### config.mk
export PLATFORM = sky130hd
export DESIGN_NAME = rail_monitor_fault_mask_regs
export DESIGN_NICKNAME = d
export VERILOG_FILES = /design/src/inc/rail_monitor_pkg.sv /design/src/design/window_h_decode.sv /design/src/design/rail_monitor_fault_mask_regs.sv
export VERILOG_INCLUDE_DIRS = /design/src /design/src/inc
export SDC_FILE = /design/constraint.sdc
export NUM_CORES = 1
export LEC_CHECK = 0
export BUFFER_PORTS_ARGS = -buffer_cell sky130_fd_sc_hd__clkbuf_2
export CORE_UTILIZATION = 39
export CTS_CLUSTER_DIAMETER = 80
export CTS_CLUSTER_SIZE = 14
export DETAILED_ROUTE_END_ITERATION = 10
export GPL_TIMING_DRIVEN = 0
export PLACE_DENSITY = 0.72
export SYNTH_ARGS = -nofsm -noshare
export SYNTH_HDL_FRONTEND = slang
export SYNTH_HIERARCHICAL = 1
export SYNTH_SLANG_ARGS = --single-unit
### constraint.sdc
create_clock -name clk_i -period 2.9 [get_ports clk_i]
set_input_delay 0.29 -clock clk_i [delete_from_list [all_inputs] [get_ports clk_i]]
set_output_delay 0.29 -clock clk_i [all_outputs]
set_load 0.05 [all_outputs]
### src/inc/rail_monitor_params.svh
// register offsets, field positions, reset values and encodings of the rail monitor bank
// assumes 8-bit register addresses on the device-internal register port
`ifndef RAIL_MONITOR_PARAMS_SVH
`define RAIL_MONITOR_PARAMS_SVH
`define ADDR_COMP_H_CONFIG 8'hE4
`define ADDR_FAULT_MASK_A 8'hE5
`define ADDR_FAULT_MASK_B 8'hE6
`define ADDR_GOOD_STATUS_A 8'hE7
`define ADDR_GOOD_STATUS_B 8'hE8
`define ADDR_MISC_CONTROL 8'hE9
`define RST_COMP_H_CONFIG 8'h00
`define RST_FAULT_MASK 8'h00
`define RST_GOOD_STATUS 8'h00
`define RST_MISC_CONTROL 8'h10
`define POS_DISCHARGE 7
`define POS_SHIFT_HI 6
`define POS_SHIFT_LO 3
`define POS_NOMINAL_HI 2
`define POS_NOMINAL_LO 0
`define MASK_B_RESERVED 8'hFC
`define STATUS_B_RESERVED 8'hE0
`define SHIFT_CODE_LAST_PERCENT 4'h7
`define SHIFT_CODE_LAST_ABSOLUTE 4'h9
`define NOMINAL_CODE_1V0 3'h0
`endif

### src/inc/rail_monitor_pkg.sv
// types shared by the rail monitor register bank
// assumes the constants header is included alongside
package rail_monitor_pkg;
    typedef enum logic [2:0] {
        NOM_1V0 = 3'h0, NOM_1V2 = 3'h1, NOM_1V5 = 3'h2, NOM_1V8 = 3'h3,
        NOM_1V1 = 3'h4, NOM_1V35 = 3'h5, NOM_3V3 = 3'h6, NOM_2V5_5V0 = 3'h7
    } nominal_voltage_code_e;

    typedef struct packed {
        logic window_h_discharge_enable;
        logic [3:0] window_h_shift_code;
        nominal_voltage_code_e window_h_nominal_code;
    } window_h_config_s;

    typedef struct packed {
        logic write;
        logic read;
        logic [7:0] addr;
        logic [7:0] wdata;
    } reg_req_s;

    // 13 rails in two status bytes: a = 13,10,9,8,7,6,5,4; b = 12,11,11s,8s,6s
    typedef struct packed {
        logic [7:0] group_a;
        logic [4:0] group_b;
    } rail_flags_s;
endpackage

### src/design/window_h_decode.sv
// decodes the window H configuration into a threshold selection
// assumes the analogue side consumes the binary threshold index selection below
`timescale 1ns/1ps
`include "rail_monitor_params.svh"
module window_h_decode
    import rail_monitor_pkg::*;
(
    input wire logic clk_i,
    input wire logic reset_i,
    input rail_monitor_pkg::window_h_config_s config_i,
    // decoded selection
    output logic absolute_mode_o,
    output logic [3:0] threshold_index_o,
    output logic shift_code_valid_o
);
    // 1 V nominal selects absolute thresholds, any other nominal a percentage
    wire logic is_absolute = (config_i.window_h_nominal_code == NOM_1V0);
    wire logic [3:0] code = config_i.window_h_shift_code;
    wire logic valid_next = is_absolute ? (code <= `SHIFT_CODE_LAST_ABSOLUTE)
                                        : (code <= `SHIFT_CODE_LAST_PERCENT);

    always_ff @(posedge clk_i or posedge reset_i) begin
        if (reset_i) begin
            absolute_mode_o <= 1'b1;
            threshold_index_o <= 4'h0;
            shift_code_valid_o <= 1'b1;
        end else begin
            absolute_mode_o <= is_absolute;
            threshold_index_o <= code;
            shift_code_valid_o <= valid_next;
        end
    end
endmodule

### src/design/rail_monitor_fault_mask_regs.sv
// register bank for window comparator H, rail fault masks and rail pass status
// assumes a device-internal register port, one access per cycle, from the serial interface
`timescale 1ns/1ps
`include "rail_monitor_params.svh"
// Overview of operation
// - bit 7 of window H config enables 100 ohm discharge; resets to 0.
// - above 1.05 V nominal, shift codes 0 to 7 give +3% down to -4%.
// - at 1 V nominal, shift codes select absolute thresholds, codes 8 and 9 too.
// - bits 2 to 0 encode the nominal window voltage.
// - first mask byte: one read-write ignore bit per rail 4..10 and 13.
// - second mask byte: rail 11 in bit 1, rail 12 in bit 0, reset 0.
// - reserved bits of second mask and second status bytes read as ones.
// - first status byte read-only, pass flags of rails 13 and 10..4, resets zero.
// - second status byte bit 4 rail 12, bit 3 rail 11, read-only.
// - second status bits 2..0 report switched rails 11s, 8s and 6s.
// - registers sit at E4 through E9; window H config resets to zero.
module rail_monitor_fault_mask_regs
    import rail_monitor_pkg::*;
(
    // clock and reset
    input wire logic clk_i,
    input wire logic reset_i,
    // register port
    input rail_monitor_pkg::reg_req_s req_i,
    output logic [7:0] rdata_o,
    output logic rvalid_o,
    // monitor results
    input rail_monitor_pkg::rail_flags_s rail_pass_i,
    input rail_monitor_pkg::rail_flags_s rail_fault_i,
    // window H controls
    output rail_monitor_pkg::window_h_config_s window_h_config_o,
    output logic window_h_absolute_mode_o,
    output logic [3:0] window_h_threshold_index_o,
    output logic window_h_shift_code_valid_o,
    // gated faults and misc byte
    output rail_monitor_pkg::rail_flags_s rail_fault_active_o,
    output logic [7:0] miscellaneous_control_o
);
    logic [7:0] comparator_h_config_reg;
    logic [7:0] rail_fault_mask_a_reg;
    logic [1:0] rail_fault_mask_b_reg;
    logic [7:0] rail_good_status_a_reg;
    logic [4:0] rail_good_status_b_reg;
    logic [7:0] miscellaneous_control_reg;
    logic [7:0] rdata_reg;
    logic rvalid_reg;
    logic [12:0] fault_active_reg;

    function automatic logic hit(input logic [7:0] a, input logic [7:0] target);
        hit = (a == target);
    endfunction

    wire logic wr_config = req_i.write && hit(req_i.addr, `ADDR_COMP_H_CONFIG);
    wire logic wr_mask_a = req_i.write && hit(req_i.addr, `ADDR_FAULT_MASK_A);
    wire logic wr_mask_b = req_i.write && hit(req_i.addr, `ADDR_FAULT_MASK_B);
    wire logic wr_misc = req_i.write && hit(req_i.addr, `ADDR_MISC_CONTROL);

    // mask byte a bit order: 7..0 = rails 4,5,6,7,8,9,10,13; status a order: 13,10..4
    wire logic [7:0] mask_a_in_status_order = {rail_fault_mask_a_reg[0],
        rail_fault_mask_a_reg[1], rail_fault_mask_a_reg[2], rail_fault_mask_a_reg[3],
        rail_fault_mask_a_reg[4], rail_fault_mask_a_reg[5], rail_fault_mask_a_reg[6],
        rail_fault_mask_a_reg[7]};
    // group b = {12, 11, 11s, 8s, 6s}; switched rails have no mask bit of their own
    wire logic [4:0] mask_b_in_status_order = {rail_fault_mask_b_reg[0],
        rail_fault_mask_b_reg[1], 3'h0};
    wire logic [12:0] fault_active_next = {rail_fault_i.group_a & ~mask_a_in_status_order,
        rail_fault_i.group_b & ~mask_b_in_status_order};

    wire logic [7:0] status_b_view =
        `STATUS_B_RESERVED | {3'h0, rail_good_status_b_reg};
    wire logic [7:0] mask_b_view = `MASK_B_RESERVED | {6'h00, rail_fault_mask_b_reg};
    wire logic [7:0] rdata_next =
        hit(req_i.addr, `ADDR_COMP_H_CONFIG) ? comparator_h_config_reg :
        hit(req_i.addr, `ADDR_FAULT_MASK_A) ? rail_fault_mask_a_reg :
        hit(req_i.addr, `ADDR_FAULT_MASK_B) ? mask_b_view :
        hit(req_i.addr, `ADDR_GOOD_STATUS_A) ? rail_good_status_a_reg :
        hit(req_i.addr, `ADDR_GOOD_STATUS_B) ? status_b_view :
        hit(req_i.addr, `ADDR_MISC_CONTROL) ? miscellaneous_control_reg : 8'h00;

    always_ff @(posedge clk_i or posedge reset_i) begin
        if (reset_i) begin
            comparator_h_config_reg <= `RST_COMP_H_CONFIG;
            rail_fault_mask_a_reg <= `RST_FAULT_MASK;
            rail_fault_mask_b_reg <= 2'h0;
            miscellaneous_control_reg <= `RST_MISC_CONTROL;
        end else begin
            if (wr_config) comparator_h_config_reg <= req_i.wdata;
            if (wr_mask_a) rail_fault_mask_a_reg <= req_i.wdata;
            if (wr_mask_b) rail_fault_mask_b_reg <= req_i.wdata[1:0];
            if (wr_misc) miscellaneous_control_reg <= req_i.wdata;
        end
    end

    // status has no write path at all; it tracks the monitors one cycle late
    always_ff @(posedge clk_i or posedge reset_i) begin
        if (reset_i) begin
            rail_good_status_a_reg <= `RST_GOOD_STATUS;
            rail_good_status_b_reg <= 5'h00;
        end else begin
            rail_good_status_a_reg <= rail_pass_i.group_a;
            rail_good_status_b_reg <= rail_pass_i.group_b;
        end
    end

    always_ff @(posedge clk_i or posedge reset_i) begin
        if (reset_i) begin
            rdata_reg <= 8'h00;
            rvalid_reg <= 1'b0;
            fault_active_reg <= 13'h0000;
        end else begin
            rdata_reg <= req_i.read ? rdata_next : 8'h00;
            rvalid_reg <= req_i.read;
            fault_active_reg <= fault_active_next;
        end
    end

    assign rdata_o = rdata_reg;
    assign rvalid_o = rvalid_reg;
    assign rail_fault_active_o = fault_active_reg;
    assign miscellaneous_control_o = miscellaneous_control_reg;
    assign window_h_config_o = comparator_h_config_reg;

    window_h_decode u_decode (
        .clk_i(clk_i),
        .reset_i(reset_i),
        .config_i(window_h_config_o),
        .absolute_mode_o(window_h_absolute_mode_o),
        .threshold_index_o(window_h_threshold_index_o),
        .shift_code_valid_o(window_h_shift_code_valid_o)
    );
endmodule

; After elaboration in Yosys (flattened, before gate mapping)
; Cells that the tools add are included.
[op_classes]
magnitude_cmp = 2
eq_ne = 6
muxes = 8
n_bitwise = 4
reduce_logical = 5
[ops]
columns = op, count
row1 = $mux W8, 7
row2 = $eq A8 B8 Y1 const B, 6
row3 = $and A8 B8 Y8, 1
row4 = $not A8 Y8, 1
row5 = $and A5 B5 Y5, 1
row6 = $not A5 Y5, 1
row7 = $le A4 B3 Y1 const B, 1
row8 = $le A4 B4 Y1 const B, 1
row9 = $logic_and A1 B1 Y1, 4
row10 = $logic_not A3 Y1, 1
row11 = $mux W1, 1
[word_totals]
ff_bits = 67
inputBits = 46
out_inout_bits = 44
wordCells = 37

; Depth between registers and ports, before layout
[logic_depth]
word_depth = 8
ltp_mapped = 6
mapped_depth_nobuf = 4

; Hierarchy
; Netlist, hierarchy kept.
[by_module_without_submodules]
columns = mod, instances, cells_per_inst, area_each_um2, seq_area_each_um2
row1 = rail_monitor_fault_mask_regs, 1, 176, 2466.1, 1527.7
row2 = window_h_decode, 1, 10, 180.2, 152.6

; Worst setup path before layout
; Ideal clock, no wire load.
[synth_timing]
path_kind = input -> register
from = in req_i[9] (netlist name)
to = reg comparator_h_config_reg[0], in the netlist window_h_config_o[0]
setup_time_ns = 0.125
t_arrival_ns = 1.359
t_required_ns = 2.775
setup_slack_ns = 1.416
stages = 5
n_path_buf = 1
path_cell_list = buf_6 -> or3b_4 -> nor2_8 -> nand2_8 -> mux2_4
[synth_between]
elab_chain_cells = 2
[synth_lines]
columns = element, line_no
row1 = start: declaration, rail_monitor_fault_mask_regs.sv:24  ; input rail_monitor_pkg::reg_req_s req_i,
row2 = $eq A8 B8 Y1, rail_monitor_fault_mask_regs.sv:50  ; hit = (a == target);
row3 = $logic_and A1 B1 Y1, rail_monitor_fault_mask_regs.sv:53  ; wire logic wr_config = req_i.write && hit(req_i.addr, `ADDR_COMP_H_CONFIG);
row4 = end signal: assignment, rail_monitor_fault_mask_regs.sv:82  ; comparator_h_config_reg <= `RST_COMP_H_CONFIG;
row5 = end signal: assignment, rail_monitor_fault_mask_regs.sv:87  ; if (wr_config) comparator_h_config_reg <= req_i.wdata;
row6 = end: declaration, rail_monitor_fault_mask_regs.sv:39  ; logic [7:0] comparator_h_config_reg;
; Every way passes these cells.
; A chain may end at the register's enable or synchronous reset.

; Final worst setup path
[layout_timing]
from = reg miscellaneous_control_reg[4], in the netlist miscellaneous_control_o[4]
to = out miscellaneous_control_o[4]
[layout_lines]
columns = element, line_no
row1 = start: declaration, rail_monitor_fault_mask_regs.sv:44  ; logic [7:0] miscellaneous_control_reg;
row2 = start signal: assignment, rail_monitor_fault_mask_regs.sv:85  ; miscellaneous_control_reg <= `RST_MISC_CONTROL;
row3 = start signal: assignment, rail_monitor_fault_mask_regs.sv:90  ; if (wr_misc) miscellaneous_control_reg <= req_i.wdata;
row4 = end: declaration, rail_monitor_fault_mask_regs.sv:37  ; output logic [7:0] miscellaneous_control_o
; No word-level cell between the ends.

==> summary.txt <==
Outcome
  • Status: complete, but fails checks
  • Failing checks: design-rule violations

Min path
  • Hold depth: 1
  • Worst Hold Class: input pin to flip-flop
  • Hold EP: rail_good_status_a_reg[7]
  • Startpoint of the worst hold path: rail_pass_i[12]

Timing
  • Setup TNS: 0 ns
  • Count of final setup violators: 0
  • Worst Max-Slew Pin Slew: 0.454 ns
  • Final Hold Fails: 0
  • Relative slew margins: 0.697
  • Final Max Slew Viols: 0
  • Hold_ws: 0.0590 ns
  • Setup Skew: 0.00411 ns
  • Post-route clock period utilization: 0.501
  • Post-layout min period: 1.45 ns
  • Final setup margin: 1.45 ns
  • RSZ-0062 raised after global routing: no
  • F_max: 689 MHz

Layout
  • Area of the multi-input gates: 912 sq um
  • Post-layout util: 0.527
  • Area growth, synth to finish: 28.5%
  • Max FFs per register: 13
  • Ratio of cells with drive above 1 in the final layout: 0.497
  • Final Cell Area: 0.00340 sq mm
  • Fin nets: 333
  • Filler cell count: 571
  • ANT cells: 0
  • Non-filler instance count after layout: 369
  • Register area: 0.00168 sq mm

Clocking
  • Clock root buffer: clkbuf_8
  • Clock insertion delay at the later pin of the skew report: 0.33 ns
  • Clock Sinks: 67
  • CTS clk-pin slew, worst paths: 0.06 ns
  • CTS buffer count: 9
  • Setup bufs post-CTS: 0
  • H-tree depth: 3
  • CTS tree: done
  • CTS Buffer Depth: 2

GRT
  • Global Route Usage Sum: 0.180
  • Largest net degree at the start of global routing: 43
  • First-pass GRT wire length: 9590 um
  • Vias in the first global route: 1,884
  • Initial antenna violation count: 0
  • GRT overflow: 0

Pwr
  • Max rail drop VDD: 0.000318 V
  • Leak pwr: 1.77 nW
  • Final Power: 2.00 mW
  • P per Cell Area: 589 mW/mm^2

Die
  • Chip height: 84.4 um
  • Initial core utilization: 0.410
  • Die width: 84.4 um
  • CORE AREA: 0.00646 sq mm
  • Die area: 0.00712 sq mm
  • Row count: 29
  • # IOs: 90

Drt
  • Final Routed Wirelength: 5890 um
  • Wire per inst: 16.0 um
  • DRC Markers: 5
  • Routed vias/inst: 5.01
  • Via count: 1,847
  • DRT Pass-1 Iters: 7
  • Post-DRT Antenna Nets: 0
  • Drt initial violations: 97

Logic synthesis
  • Post-synth top area share: 0.605
  • Syn Std Cell Area: 0.00265 sq mm
  • Post-Syn Nets: 232
  • FFs w/ async S/R, synth: 1.00
  • Yosys cell types: 40
  • Syn avg cell area: 14.2 sq um
  • Sequential area share after synthesis: 0.635
  • Top post-synthesis cells by area: dfrtp_1, mux2_2, mux2_4, dfstp_2, nor2b_1
  • Post-synth EDFFs: 0
  • Commonest cells in the netlist: dfrtp_1, mux2_2, nor2b_1
  • Yosys warns: 6
  • Synth Instances: 186
  • Ys flop type: dfrtp_1
  • Leading cell type by number of instances after synthesis: dfrtp_1
  • Synth area leader: dfrtp_1
  • Synthesized flop and latch total: 67

Place
  • Dpl cell area: 0.00320 sq mm
  • Cells after DPL: 352
  • Dpl ws: 1.10 ns
  • Final Wtd Congestion: 0.826
  • Number of port buffers: 88
  • Detail Placement HPWL: 4350 um

Setup path
  • Worst R2R End: rdata_o[4]
  • Largest delay contributor family on the critical path: flip-flops
  • Worst setup SP type: flip-flop
  • Reg2reg start: miscellaneous_control_o[4]
  • Buffers & Inverters on Critical Path: 1
  • Critical Path Fanout Max: 3
  • CP arrival: 1.16 ns
  • Critical path class: flip-flop to primary output
  • Worst R2R Setup Slack: 1.65 ns
  • CP max-delay cell: dfstp_2
  • Crit end category: primary output
  • CP required: 2.61 ns
  • Reg2reg path depth: 3
  • CP Cell Sequence: clkbuf_2
  • Max stage delay on crit path: 0.54 ns

Flow run
  • Max_cap viols: 0
==> cell usage in the layout (no fill, tap or decap), types with 2 or more instances in the layout <==
cell | Yosys | final
a211oi_1 | 4 | 4
a21oi_1 | 9 | 9
a31oi_1 | 2 | 2
and2_1 | 2 | 2
buf_2 | 4 | 4
clkbuf_1 | 1 | 5
clkbuf_2 | 0 | 88
clkbuf_8 | 0 | 10
dfrtp_1 | 64 | 64
dfstp_2 | 3 | 3
inv_1 | 3 | 2
mux2_1 | 2 | 2
mux2_2 | 19 | 19
mux2_4 | 8 | 8
nand2_1 | 6 | 6
nand2b_1 | 6 | 6
nand3_1 | 4 | 4
nand3_2 | 2 | 2
nor2_1 | 2 | 2
nor2b_1 | 11 | 11
nor3_1 | 3 | 3
o211a_1 | 3 | 3
o21ai_0 | 4 | 4
o221ai_1 | 3 | 3
o22ai_1 | 2 | 2
o31ai_1 | 3 | 3
==> where the power goes <==
group,leakage [nW],internal (mW),switching (mW),total (mW)
sequential,0.857,0.978,0.0246,1.00
combinational,0.817,0.0853,0.175,0.261
clock,0.0947,0.421,0.319,0.740
==> logic make-up (layout without fill, tap and decap cells) <==
group           Yosys count  count (layout)  synth area share
compound gates           33              33            0.0851
buf+inv                  10             116            0.0203
mux                      30              30             0.139
flops                    67              67             0.635
simple gates             46              46             0.121
==> repair_timing <==
action,CTS,global route
hold endpoints to repair,23,0
resized for setup,0,0
hold buffers,1,0
==> area by class of cell <==
class | count | share of cell area
flip-flops and latches | 67 | 0.494
multi-input cells | 109 | 0.268
repair buffers | 90 | 0.138
clock buffers | 14 | 0.0449
well taps | 77 | 0.0283
plain buffers | 7 | 0.0125
clock inverters | 2 | 0.0103
inverters | 3 | 0.00331
==> worst max-delay path by stage <==
stage	end	cells after the start	slack (ns)	startpoint
6_report	miscellaneous_control_o[4]	1	1.45	miscellaneous_control_o[4]
5_1_grt	miscellaneous_control_o[0]	6	1.39	req_i[12]
4_1_cts	miscellaneous_control_o[4]	1	1.44	miscellaneous_control_o[4]
3_5_place_dp	miscellaneous_control_o[1]	6	1.10	req_i[12]
3_3_place_gp	rail_good_status_a_reg[1]	2	0.36	reset_i
2_1_floorplan	miscellaneous_control_o[0]	1	1.10	reset_i
==> layer usage <==
layer,track usage,part of all wire,vias to the layer above
met5,0,0,-
met4,0.0724,0.019,0
met3,0.0649,0.078,14
met2,0.282,0.48,66
met1,0.228,0.42,900
li1,-,-,867
No activity file was read; power rests on OpenSTA's default activity.
